===== src/rtl/lsrw_pkg.sv =====
// Package for the link status and read-write offset register bank
package lsrw_pkg;
    // Byte addresses of the two registers (low byte at the lower address)
    localparam logic [15:0] RW_OFFSET_ADDR = 16'h0108;
    localparam logic [15:0] LINK_STATUS_ADDR = 16'h0110;
    localparam logic [15:0] RW_OFFSET_RESET = 16'h0000;
    localparam logic [15:0] LINK_STATUS_RESET = 16'h0000;
    // Status field positions
    localparam int COMM_P0_BIT = 9;
    localparam int COMM_P1_BIT = 11;
    localparam int COMM_P2_BIT = 13;
    localparam int LOOP_P0_BIT = 8;
    localparam int LOOP_P1_BIT = 10;
    localparam int LOOP_P2_BIT = 12;
    localparam int LINK_P0_BIT = 4;
    localparam int LINK_P1_BIT = 5;
    localparam int LINK_P2_BIT = 6;
    localparam int ENH_LINK_BIT = 2;
    localparam int WDOG_BIT = 1;
    localparam int LOADED_BIT = 0;
    localparam int NUM_PORTS = 3;

    // Byte-wide access from either side
    typedef struct packed {
        logic        rd;
        logic        wr;
        logic [15:0] addr;
        logic [7:0]  wdata;
    } lsrw_acc_t;

    // Live conditions that feed the status word
    typedef struct packed {
        logic [2:0] comm;
        logic [2:0] loop_closed;
        logic [2:0] link;
        logic       wdog_ok;
    } lsrw_live_t;
endpackage


===== src/rtl/lsrw_addr_adder.sv =====
// Write address generator for combined read-write datagrams
`timescale 1ns/100ps
module lsrw_addr_adder (
    // Clock and reset
    input wire logic clk_i,
    input wire logic reset_i,
    // Request
    input wire logic valid_i,
    input wire logic [15:0] addr_i,
    input wire logic [15:0] offset_i,
    // Answer
    output logic valid_o,
    output logic [15:0] rd_addr_o,
    output logic [15:0] wr_addr_o
);
    logic [15:0] sum;

    // Wraps modulo 64 Ki like the datagram address space itself
    assign sum = 16'(addr_i + offset_i);

    always_ff @(posedge clk_i or posedge reset_i) begin
        if (reset_i) begin
            valid_o <= 1'b0;
            rd_addr_o <= 16'h0000;
            wr_addr_o <= 16'h0000;
        end else begin
            valid_o <= valid_i;
            rd_addr_o <= addr_i;
            wr_addr_o <= sum;
        end
    end
endmodule // lsrw_addr_adder


===== src/rtl/lsrw_regs.sv =====
// Link status and read-write offset register bank of the slave controller core
`timescale 1ns/100ps
module lsrw_regs (
    // Clock and reset
    input wire logic clk_i,
    input wire logic reset_i,
    // Network-side byte access
    input wire lsrw_pkg::lsrw_acc_t net_acc_i,
    output logic [7:0] net_rdata_o,
    output logic net_rvalid_o,
    // Host process interface byte access
    input wire lsrw_pkg::lsrw_acc_t host_acc_i,
    output logic [7:0] host_rdata_o,
    output logic host_rvalid_o,
    // Live port conditions from pins or other clock domains
    input wire logic [2:0] port_comm_i,
    input wire logic [2:0] port_loop_closed_i,
    input wire logic [2:0] port_link_i,
    input wire logic wdog_reloaded_i,
    // Configuration memory load result, same clock
    input wire logic load_done_i,
    input wire logic load_ok_i,
    input wire logic load_enh_link_i,
    // Event flag interface
    input wire logic link_event_set_i,
    output logic link_event_o,
    // Process data gate for the host side
    output logic host_pd_enable_o,
    // Combined read-write datagram address split
    input wire logic rw_dgram_valid_i,
    input wire logic [15:0] rw_dgram_addr_i,
    output logic rw_dgram_valid_o,
    output logic [15:0] rw_dgram_rd_addr_o,
    output logic [15:0] rw_dgram_wr_addr_o,
    // Register views
    output logic [15:0] rw_offset_o,
    output logic [15:0] link_status_o
);
    // Port timing, counted in clock edges after the cause
    // Byte access taken on the edge that sees rd or wr high
    // Read data and rvalid stand for one clock after that edge, zero otherwise
    // Reads outside the two registers answer zero
    // Host writes, and any write to the status word, vanish without an answer
    // Live pin change reaches the status word five clocks later
    // Those five are three synchroniser stages, the agreement stage and the status flop
    // A one-clock glitch on a pin never reaches the status word, by the agreement stage
    // Load pulse shows in status bit 0 and the host data gate two clocks later
    // Enhanced link bit moves only at the first load after reset
    // Event flag output shows the flag as it stands after the edge that set or cleared it
    // A set on the same edge as the clearing read wins, so no event is lost
    // Datagram split answers one clock after the request
    // Split uses the offset as it stood before any write on that same edge
    // Trade-off: the agreement stage costs a clock of latency but filters pin glitches

    // Raw and synchronised live conditions
    lsrw_pkg::lsrw_live_t live_raw;
    lsrw_pkg::lsrw_live_t live;
    // Offset register
    logic [15:0] rw_offset_q;
    logic [15:0] rw_offset_d;
    // Status word and load state
    logic [15:0] status_d;
    logic enh_link_q;
    logic first_load_seen_q;
    logic loaded_ok_q;
    // Event flag
    logic event_q;
    logic event_d;
    // Decodes and read bytes
    logic net_status_rd;
    logic net_wr_lo;
    logic net_wr_hi;
    logic [7:0] net_rd_byte;
    logic [7:0] host_rd_byte;

    // Every status field as a one-hot mask, so that clashes show up at elaboration
    localparam logic [15:0] STATUS_USED =
        (16'h0001 << lsrw_pkg::COMM_P0_BIT) | (16'h0001 << lsrw_pkg::COMM_P1_BIT)
        | (16'h0001 << lsrw_pkg::COMM_P2_BIT) | (16'h0001 << lsrw_pkg::LOOP_P0_BIT)
        | (16'h0001 << lsrw_pkg::LOOP_P1_BIT) | (16'h0001 << lsrw_pkg::LOOP_P2_BIT)
        | (16'h0001 << lsrw_pkg::LINK_P0_BIT) | (16'h0001 << lsrw_pkg::LINK_P1_BIT)
        | (16'h0001 << lsrw_pkg::LINK_P2_BIT) | (16'h0001 << lsrw_pkg::ENH_LINK_BIT)
        | (16'h0001 << lsrw_pkg::WDOG_BIT) | (16'h0001 << lsrw_pkg::LOADED_BIT);

    // The port vectors are three wide; another port count needs new ports
    if (lsrw_pkg::NUM_PORTS != 3) begin : g_bad_ports
        $error("lsrw_regs serves exactly three ports");
    end
    // Two fields on one bit, or a field past bit 15, would drop a condition silently
    if ($countones(STATUS_USED) != 3 * lsrw_pkg::NUM_PORTS + 3) begin : g_bad_fields
        $error("lsrw_regs status fields overlap or leave the word");
    end
    // Reserved bits and the reset view must read zero
    if (lsrw_pkg::LINK_STATUS_RESET != 16'h0000) begin : g_bad_status_reset
        $error("lsrw_regs status reset value must be zero");
    end
    // A nonzero offset at reset would split datagrams before the master sets it
    if (lsrw_pkg::RW_OFFSET_RESET != 16'h0000) begin : g_bad_offset_reset
        $error("lsrw_regs offset reset value must be zero");
    end
    // Byte pairing and the whole-register read decode assume even base addresses
    if (lsrw_pkg::RW_OFFSET_ADDR[0] != 1'b0) begin : g_bad_offset_base
        $error("lsrw_regs offset register must start at an even address");
    end
    if (lsrw_pkg::LINK_STATUS_ADDR[0] != 1'b0) begin : g_bad_status_base
        $error("lsrw_regs status register must start at an even address");
    end
    // Overlapping registers would let an offset write alias a status read
    if (lsrw_pkg::RW_OFFSET_ADDR[15:1] == lsrw_pkg::LINK_STATUS_ADDR[15:1]) begin : g_overlap
        $error("lsrw_regs registers share an address");
    end
    // The synchroniser below is sized for the live bundle
    if ($bits(lsrw_pkg::lsrw_live_t) != 3 * lsrw_pkg::NUM_PORTS + 1) begin : g_bad_live
        $error("lsrw_regs live bundle width does not match the port count");
    end

    assign live_raw = '{comm: port_comm_i, loop_closed: port_loop_closed_i,
                        link: port_link_i, wdog_ok: wdog_reloaded_i};

    // Port conditions come from outside this clock, so each passes the synchroniser
    lsrw_sync #(
        .WIDTH(10)
    ) u_sync (
        .clk_i(clk_i),
        .reset_i(reset_i),
        .async_i(live_raw),
        .sync_o(live)
    );

    // Byte selection shared by both readers, low byte at the even address
    function automatic logic [7:0] rd_byte(input logic [15:0] addr,
                                           input logic [15:0] offs,
                                           input logic [15:0] stat);
        logic [7:0] r;
        r = 8'h00;
        if (addr == lsrw_pkg::RW_OFFSET_ADDR) begin
            r = offs[7:0];
        end else if (addr == 16'(lsrw_pkg::RW_OFFSET_ADDR + 16'h0001)) begin
            r = offs[15:8];
        end else if (addr == lsrw_pkg::LINK_STATUS_ADDR) begin
            r = stat[7:0];
        end else if (addr == 16'(lsrw_pkg::LINK_STATUS_ADDR + 16'h0001)) begin
            r = stat[15:8];
        end
        return r;
    endfunction

    // Offset write decode: only the network side may write it
    assign net_wr_lo = net_acc_i.wr && (net_acc_i.addr == lsrw_pkg::RW_OFFSET_ADDR);
    assign net_wr_hi = net_acc_i.wr
        && (net_acc_i.addr == 16'(lsrw_pkg::RW_OFFSET_ADDR + 16'h0001));
    assign rw_offset_d = {net_wr_hi ? net_acc_i.wdata : rw_offset_q[15:8],
                          net_wr_lo ? net_acc_i.wdata : rw_offset_q[7:0]};

    // Status word rebuilt every cycle; no write path reaches it
    always_comb begin
        status_d = lsrw_pkg::LINK_STATUS_RESET;
        // Stable communication per port
        status_d[lsrw_pkg::COMM_P0_BIT] = live.comm[0];
        status_d[lsrw_pkg::COMM_P1_BIT] = live.comm[1];
        status_d[lsrw_pkg::COMM_P2_BIT] = live.comm[2];

        // Loop state per port
        status_d[lsrw_pkg::LOOP_P0_BIT] = live.loop_closed[0];
        status_d[lsrw_pkg::LOOP_P1_BIT] = live.loop_closed[1];
        status_d[lsrw_pkg::LOOP_P2_BIT] = live.loop_closed[2];

        // Physical link per port
        status_d[lsrw_pkg::LINK_P0_BIT] = live.link[0];
        status_d[lsrw_pkg::LINK_P1_BIT] = live.link[1];
        status_d[lsrw_pkg::LINK_P2_BIT] = live.link[2];

        // Load, watchdog and enhanced link state
        status_d[lsrw_pkg::ENH_LINK_BIT] = enh_link_q;
        status_d[lsrw_pkg::WDOG_BIT] = live.wdog_ok;
        status_d[lsrw_pkg::LOADED_BIT] = loaded_ok_q;
    end

    // Both readers see the registered status, so a read matches the word on the port
    assign net_rd_byte = rd_byte(net_acc_i.addr, rw_offset_q, link_status_o);
    assign host_rd_byte = rd_byte(host_acc_i.addr, rw_offset_q, link_status_o);

    // Either status byte counts as a read of the whole register
    assign net_status_rd = net_acc_i.rd
        && (net_acc_i.addr[15:1] == lsrw_pkg::LINK_STATUS_ADDR[15:1]);
    // A new event in the same cycle as the clearing read is kept
    assign event_d = link_event_set_i | (event_q & ~net_status_rd);

    // Offset register
    always_ff @(posedge clk_i or posedge reset_i) begin
        if (reset_i) begin
            rw_offset_q <= lsrw_pkg::RW_OFFSET_RESET;
        end else begin
            rw_offset_q <= rw_offset_d;
        end
    end

    // Enhanced link is latched at the first load only; only reset opens it again
    always_ff @(posedge clk_i or posedge reset_i) begin
        if (reset_i) begin
            enh_link_q <= 1'b0;
            first_load_seen_q <= 1'b0;
        end else if (load_done_i && !first_load_seen_q) begin
            enh_link_q <= load_enh_link_i;
            first_load_seen_q <= 1'b1;
        end
    end

    // Load result follows every load, so a failed reload shuts the host data path again
    always_ff @(posedge clk_i or posedge reset_i) begin
        if (reset_i) begin
            loaded_ok_q <= 1'b0;
        end else if (load_done_i) begin
            loaded_ok_q <= load_ok_i;
        end
    end

    // Status view: live levels and load state, rebuilt every clock
    always_ff @(posedge clk_i or posedge reset_i) begin
        if (reset_i) begin
            link_status_o <= lsrw_pkg::LINK_STATUS_RESET;
        end else begin
            link_status_o <= status_d;
        end
    end

    // Event flag; set beats the clearing read so no event is lost
    always_ff @(posedge clk_i or posedge reset_i) begin
        if (reset_i) begin
            event_q <= 1'b0;
        end else begin
            event_q <= event_d;
        end
    end

    // Network read answer; zero when idle so a stale byte never lingers
    always_ff @(posedge clk_i or posedge reset_i) begin
        if (reset_i) begin
            net_rdata_o <= 8'h00;
            net_rvalid_o <= 1'b0;
        end else begin
            net_rdata_o <= net_acc_i.rd ? net_rd_byte : 8'h00;
            net_rvalid_o <= net_acc_i.rd;
        end
    end

    // Host read answer; the host may read both registers but write neither
    always_ff @(posedge clk_i or posedge reset_i) begin
        if (reset_i) begin
            host_rdata_o <= 8'h00;
            host_rvalid_o <= 1'b0;
        end else begin
            host_rdata_o <= host_acc_i.rd ? host_rd_byte : 8'h00;
            host_rvalid_o <= host_acc_i.rd;
        end
    end

    // Flag copy so the output leaves a flop; it equals the flag after the edge
    always_ff @(posedge clk_i or posedge reset_i) begin
        if (reset_i) begin
            link_event_o <= 1'b0;
        end else begin
            link_event_o <= event_d;
        end
    end

    // Host data gate lines up with status bit 0, both one clock after the load state
    always_ff @(posedge clk_i or posedge reset_i) begin
        if (reset_i) begin
            host_pd_enable_o <= 1'b0;
        end else begin
            host_pd_enable_o <= loaded_ok_q;
        end
    end

    // Offset view copy, fed from the same next value as the register itself
    always_ff @(posedge clk_i or posedge reset_i) begin
        if (reset_i) begin
            rw_offset_o <= lsrw_pkg::RW_OFFSET_RESET;
        end else begin
            rw_offset_o <= rw_offset_d;
        end
    end

    // Address split: the read address is the datagram address, write adds the offset
    lsrw_addr_adder u_adder (
        .clk_i(clk_i),
        .reset_i(reset_i),
        .valid_i(rw_dgram_valid_i),
        .addr_i(rw_dgram_addr_i),
        .offset_i(rw_offset_q),
        .valid_o(rw_dgram_valid_o),
        .rd_addr_o(rw_dgram_rd_addr_o),
        .wr_addr_o(rw_dgram_wr_addr_o)
    );
endmodule // lsrw_regs


===== src/rtl/lsrw_sync.sv =====
// Three-stage synchroniser that accepts a change once stages two and three agree
`timescale 1ns/100ps
module lsrw_sync #(
    parameter int WIDTH = 1
) (
    // Clock and reset
    input wire logic clk_i,
    input wire logic reset_i,
    // Data
    input wire logic [WIDTH-1:0] async_i,
    output logic [WIDTH-1:0] sync_o
);
    logic [WIDTH-1:0] s1_q;
    logic [WIDTH-1:0] s2_q;
    logic [WIDTH-1:0] s3_q;
    logic [WIDTH-1:0] agree;

    // A zero-width bank has nothing to carry
    if (WIDTH < 1) begin : g_bad_width
        $error("lsrw_sync needs a width of at least one");
    end

    // Only stage two reads stage one, which keeps the metastable flop isolated
    assign agree = ~(s2_q ^ s3_q);

    always_ff @(posedge clk_i or posedge reset_i) begin
        if (reset_i) begin
            s1_q <= '0;
            s2_q <= '0;
            s3_q <= '0;
            sync_o <= '0;
        end else begin
            s1_q <= async_i;
            s2_q <= s1_q;
            s3_q <= s2_q;
            sync_o <= (agree & s3_q) | (~agree & sync_o);
        end
    end
endmodule // lsrw_sync


===== config.mk =====
export PLATFORM = sky130hd
export DESIGN_NAME = lsrw_regs
export DESIGN_NICKNAME = d
export VERILOG_FILES = /design/src/rtl/lsrw_pkg.sv /design/src/rtl/lsrw_addr_adder.sv /design/src/rtl/lsrw_regs.sv /design/src/rtl/lsrw_sync.sv
export SDC_FILE = /design/constraint.sdc
export NUM_CORES = 1
export LEC_CHECK = 0
export ABC_AREA = 0
export BUFFER_PORTS_ARGS = -buffer_cell sky130_fd_sc_hd__buf_4
export CELL_PAD_IN_SITES_DETAIL_PLACEMENT = 2
export CELL_PAD_IN_SITES_GLOBAL_PLACEMENT = 2
export CORE_UTILIZATION = 32
export CTS_BUF_LIST = sky130_fd_sc_hd__clkbuf_4 sky130_fd_sc_hd__clkbuf_8 sky130_fd_sc_hd__clkbuf_16
export CTS_CLUSTER_SIZE = 24
export DETAILED_ROUTE_END_ITERATION = 7
export PLACE_DENSITY = 0.88
export SKIP_CTS_REPAIR_TIMING = 1
export SLEW_MARGIN = 5
export SYNTH_ARGS = -nofsm -noshare
export SYNTH_HDL_FRONTEND = slang
export SYNTH_SLANG_ARGS = --single-unit
export TNS_END_PERCENT = 100

===== constraint.sdc =====
create_clock -name clk_i -period 4.9 [get_ports clk_i]
set_input_delay 0.735 -clock clk_i [delete_from_list [all_inputs] [get_ports clk_i]]
set_output_delay 0.735 -clock clk_i [all_outputs]
set_load 0.02 [all_outputs]

## Yosys cells after proc, flatten, opt, wreduce, memory -nomap -nowiden

Cells that the tools add are included.
W data, S select, Z words.

- Shifts and indexed selects: 0
- Multiply operators: 0
- Equal/unequal tests: 9
- Order comparisons: 0
- Div/mod/pow operators: 0
- Muxes and demuxes: 10
- Bitwise logic cells: 9
- Reduce and logical (&&, ||, !) cells: 5
- Add/sub/neg operators: 1

Operators by type and width:

| kind | number |
|---|---|
| $eq A16 B9 Y1 const B | 8 |
| $mux W8 | 6 |
| $and A10 B10 Y10 | 2 |
| $not A10 Y10 | 2 |
| $add A16 B16 Y16 | 1 |
| $eq A15 B8 Y1 const B | 1 |
| $mux W7 | 2 |
| $mux W6 | 2 |
| $or A10 B10 Y10 | 1 |
| $xor A10 B10 Y10 | 1 |
| $logic_and A1 B1 Y1 | 4 |
| $and A1 B1 Y1 | 1 |
| $logic_not A1 Y1 | 1 |
| $not A1 Y1 | 1 |
| $or A1 B1 Y1 | 1 |

- Memories: 0
- Memory bits (read-only): 0
- Word-level logic and storage cells: 53
- Memory bits (writable): 0
- Output and inout port bits: 85
- Register bits: 124
- Latch bits: 0

## Logic depth before layout (Yosys ltp)

- Depth in word-level cells: 6
- Depth in mapped cells: 8
- Depth with buffers taken out: 8

## Modules after synthesis

From an unflattened synthesis, not the netlist that was laid out.

- Cells, all modules: 358
- Area total of the unflattened synthesis: 4,872.2 um^2

Modules (own cells, without submodules):

| module | area each (um^2) | cells an instance | sequential area each (um^2) | instances |
|---|---|---|---|---|
| lsrw_regs | 2,200.9 | 175 | 1,251.2 | 1 |
| lsrw_addr_adder | 1,554.0 | 132 | 825.8 | 1 |
| lsrw_sync | 1,117.3 | 51 | 1,001.0 | 1 |

## Least setup slack after synthesis

No wires, ideal clock.

- Path kind: input-to-reg
- From: in rw_dgram_addr_i[4]
- To: reg u_adder.wr_addr_o[13]
- Arrival: 2,130 ps
- Required time: 4,784 ps
- Cell stages on the path: 6
- Buffers on the path: 0
- Slack: 2,654 ps
- Path through: ha_1 > a21o_1 > a31oi_1 > a21oi_1 > or4_1 > o311ai_0

- Longest elaborated chain between the ends: 1

Ends and longest elaborated chain:

| element | line | source |
|---|---|---|
| start: declaration | lsrw_regs.sv:31 | `input wire logic [15:0] rw_dgram_addr_i,` |
| $add A16 B16 Y16 | lsrw_addr_adder.sv:19 | `assign sum = 16'(addr_i + offset_i);` |
| via u_adder.sum[13] | lsrw_addr_adder.sv:16 | `logic [15:0] sum;` |
| end signal: assignment | lsrw_addr_adder.sv:29 | `wr_addr_o <= sum;` |
| end: declaration | lsrw_addr_adder.sv:14 | `output logic [15:0] wr_addr_o` |

The timed path passes the listed nets, and every way through them passes these cells.
A chain may end at the register's enable or synchronous reset.

==> metrics.cfg <==
[setup_path]
end_kind = flop
worstReg2RegEnd = u_adder.wr_addr_o[13]
timing.rr.start = rw_offset_o[6]
ff2ff_setup_slack_ns = 2.64
start_kind = flop
worstPathArrival_ns = 2.57
required_ns = 5.20
rr_worst_depth = 6
crit_fanout = 5
path_class = flop to flop

[routing]
drc_errors = 0
num_vias = 3697
met3WireLength_um = 918
vias_per_cell = 5.023
drt-pass1-iter-count = 4
drt-wirelength-per-cell_um = 20.51
dr_wl_met2_um = 8105
top_layer_used = met4
drtIter0Drc = 131
wl_met1_um = 5879
ant_nets = 0
wirelength_um = 15090

[die]
boundaryPins = 170
core_area_um2 = 14750
die_w_um = 126.0
die_h_um = 126.0
row_count = 44
initial_utilization_pct = 33.34
die_area_um2 = 15870

[clock_tree]
htreeDepth = 4
cts_root_buf = clkbuf_16
tritoncts = built
cts.path.max_buffers = 2
path_clk_slew_ns = 0.06
cts_sinks = 123
cts_buffers = 17
clk_latency_ns = 0.42

[power_and_ir_drop]
leakage_uw = 0.003304
power.density_nw_per_um2 = 373.8
ir_drop_v = 0.0002477

[sta]
rsz0062_at_grt = false
worst_pin_slew_ns = 0.8692
tns_ns = 0
skew_ns = 0.006611
finalSetupViolations = 0
fin_crit_ns = 2.262
hold_violations = 0
setup_ws_ns = 2.638
finalMaxSlewViolations = 0
post-route-period-util_pct = 46.16
max_freq_ghz = 0.4421
slew_headroom_pct = 41.52

[logic_synthesis]
synth-async-reset-ratio_pct = 100.0
yosys.cell_types.count = 54
avgSynthCellArea_um2 = 13.33
ys.flop_type = dfrtp_1
synth-edff-count = 0
synth_seq_cells = 123
synth_area_um2 = 4920
seq_area_frac_synth_pct = 62.56
ys_warn_count = 0
netlist_instances = 369

[cells_and_area]
insertedDiodeCount = 0
layout.nets = 640
area_delta_synth_final_pct = 40.03
final_util_pct = 46.69
layout.cells.most_common = buf_4
layout_common_cells = buf_4, dfrtp_1, mux2_2, nor2_1, clkbuf_16
drive_above_1_share_pct = 40.76
stdcell_area_um2 = 6889
fin_cells = 736
num-fill-cells = 1494

[min_path]
hold-path-cell-count = 0
holdPathEnd = u_sync.s2_q[5]
worstHoldStart = u_sync.s1_q[5]
hold_class = flop to flop

[place]
dpl.cell_count = 704
place_ws_ns = 2.285
gp_congestion = 0.7555
dp_hpwl_um = 11570
numPortBuffers = 156
place_area_um2 = 6290

[global_routing]
antenna_found_initial = 0
grt_usage_pct = 20.30
grt_pass1_vias = 4294
grt_max_degree = 70
grt_pass1_wl_um = 23810
overflow = 0

[status]
status = finished, final reports clean

[run]
drv_cap = 0

worst max-delay path by stage:
stage                                       end               start  cells past startpoint
after detailed placement  u_adder.wr_addr_o[13]  rw_dgram_addr_i[6]                      7
after floorplan                       async pin             reset_i                      1
after CTS                 u_adder.wr_addr_o[13]      rw_offset_o[6]                      6
after global routing      u_adder.wr_addr_o[13]      rw_offset_o[6]                      6
final                     u_adder.wr_addr_o[13]      rw_offset_o[6]                      6
after global placement    u_adder.wr_addr_o[13]  rw_dgram_addr_i[4]                      7
per-layer routing:
| metal | global-route usage [%] | vias up |
|---|---|---|
| met4 | 6.733 | 0 |
| met3 | 6.882 | 14 |
| met5 | 0 | - |
| met2 | 36.95 | 124 |
| li1 | - | 1688 |
| met1 | 21.97 | 1871 |
final cells by class:
cell class,instances,area (um2),area share [%]
sequential,123,3078,44.68
multi-input combinational,232,1770,25.70
timing repair buffer,157,1179,17.11
clock buffer,18,439.2,6.375
tap,184,230.2,3.342
clock inverter,14,160.2,2.325
inverter,8,32.53,0.4722
power breakdown:
group          internal (uW)  switching (uW)
clock                    773             488
combinational            102             120
sequential              1060            28.1
worst max-delay path, stage by stage (launching register included):
cell and delay [ns]:
dfrtp_1 0.48, ha_1 0.38, a21o_1 0.21, a31oi_1 0.20, o21ai_0 0.22, or4_1 0.56, o311ai_0 0.11
registers in the layout (all words and copies together) (netlist names), named ones only:
register,cells
host_rvalid_o,1
loaded_ok_q,1
u_sync.s1_q,10
u_sync.s3_q,10
u_sync.s2_q,10
host_rdata_o,8
link_event_o,1
u_adder.wr_addr_o,16
first_load_seen_q,1
u_adder.valid_o,1
net_rvalid_o,1
net_rdata_o,8
link_status_o,12
enh_link_q,1
u_adder.rd_addr_o,16
rw_offset_o,16
stage by stage:
stage / power, uW / hold WS, ns
floorplan: 1209 / 0.3312
detailed placement: 1336 / 0.3419
global placement: 1320 / 0.3316
global route: 2668 / 0.3594
finish: 2575 / 0.3518
CTS: 2616 / 0.3530
cells in the mapped netlist (all sizes together) (4+ instances only):
| cell | instances | area [um2] |
|---|---|---|
| nor3 | 11 | 88.84 |
| nand2 | 14 | 52.55 |
| mux2 | 25 | 281.5 |
| nor4b | 4 | 41.29 |
| xnor2 | 6 | 52.55 |
| nand3 | 8 | 50.05 |
| dfrtp | 123 | 3078 |
| buf | 6 | 41.29 |
| a31oi | 5 | 31.28 |
| a21o | 10 | 75.07 |
| a22oi | 9 | 67.56 |
| maj3 | 10 | 100.1 |
| ha | 15 | 187.7 |
| inv | 8 | 30.03 |
| a21oi | 14 | 70.07 |
| and3 | 5 | 32.53 |
| o21ai | 12 | 60.06 |
| nor2b | 11 | 68.82 |
| nor2 | 17 | 63.81 |
| a2bb2oi | 4 | 35.03 |
| nand3b | 5 | 37.54 |
cell families after synthesis:
logic type / synth area share [%]
xor+xnor: 1.602
other cells: 0.07622
flops: 62.56
buf+inv: 1.679
simple gates: 11.29
mux: 6.129
compound gates: 10.40
fa+ha+maj: 6.256
Power figures use the tool's default switching activity.
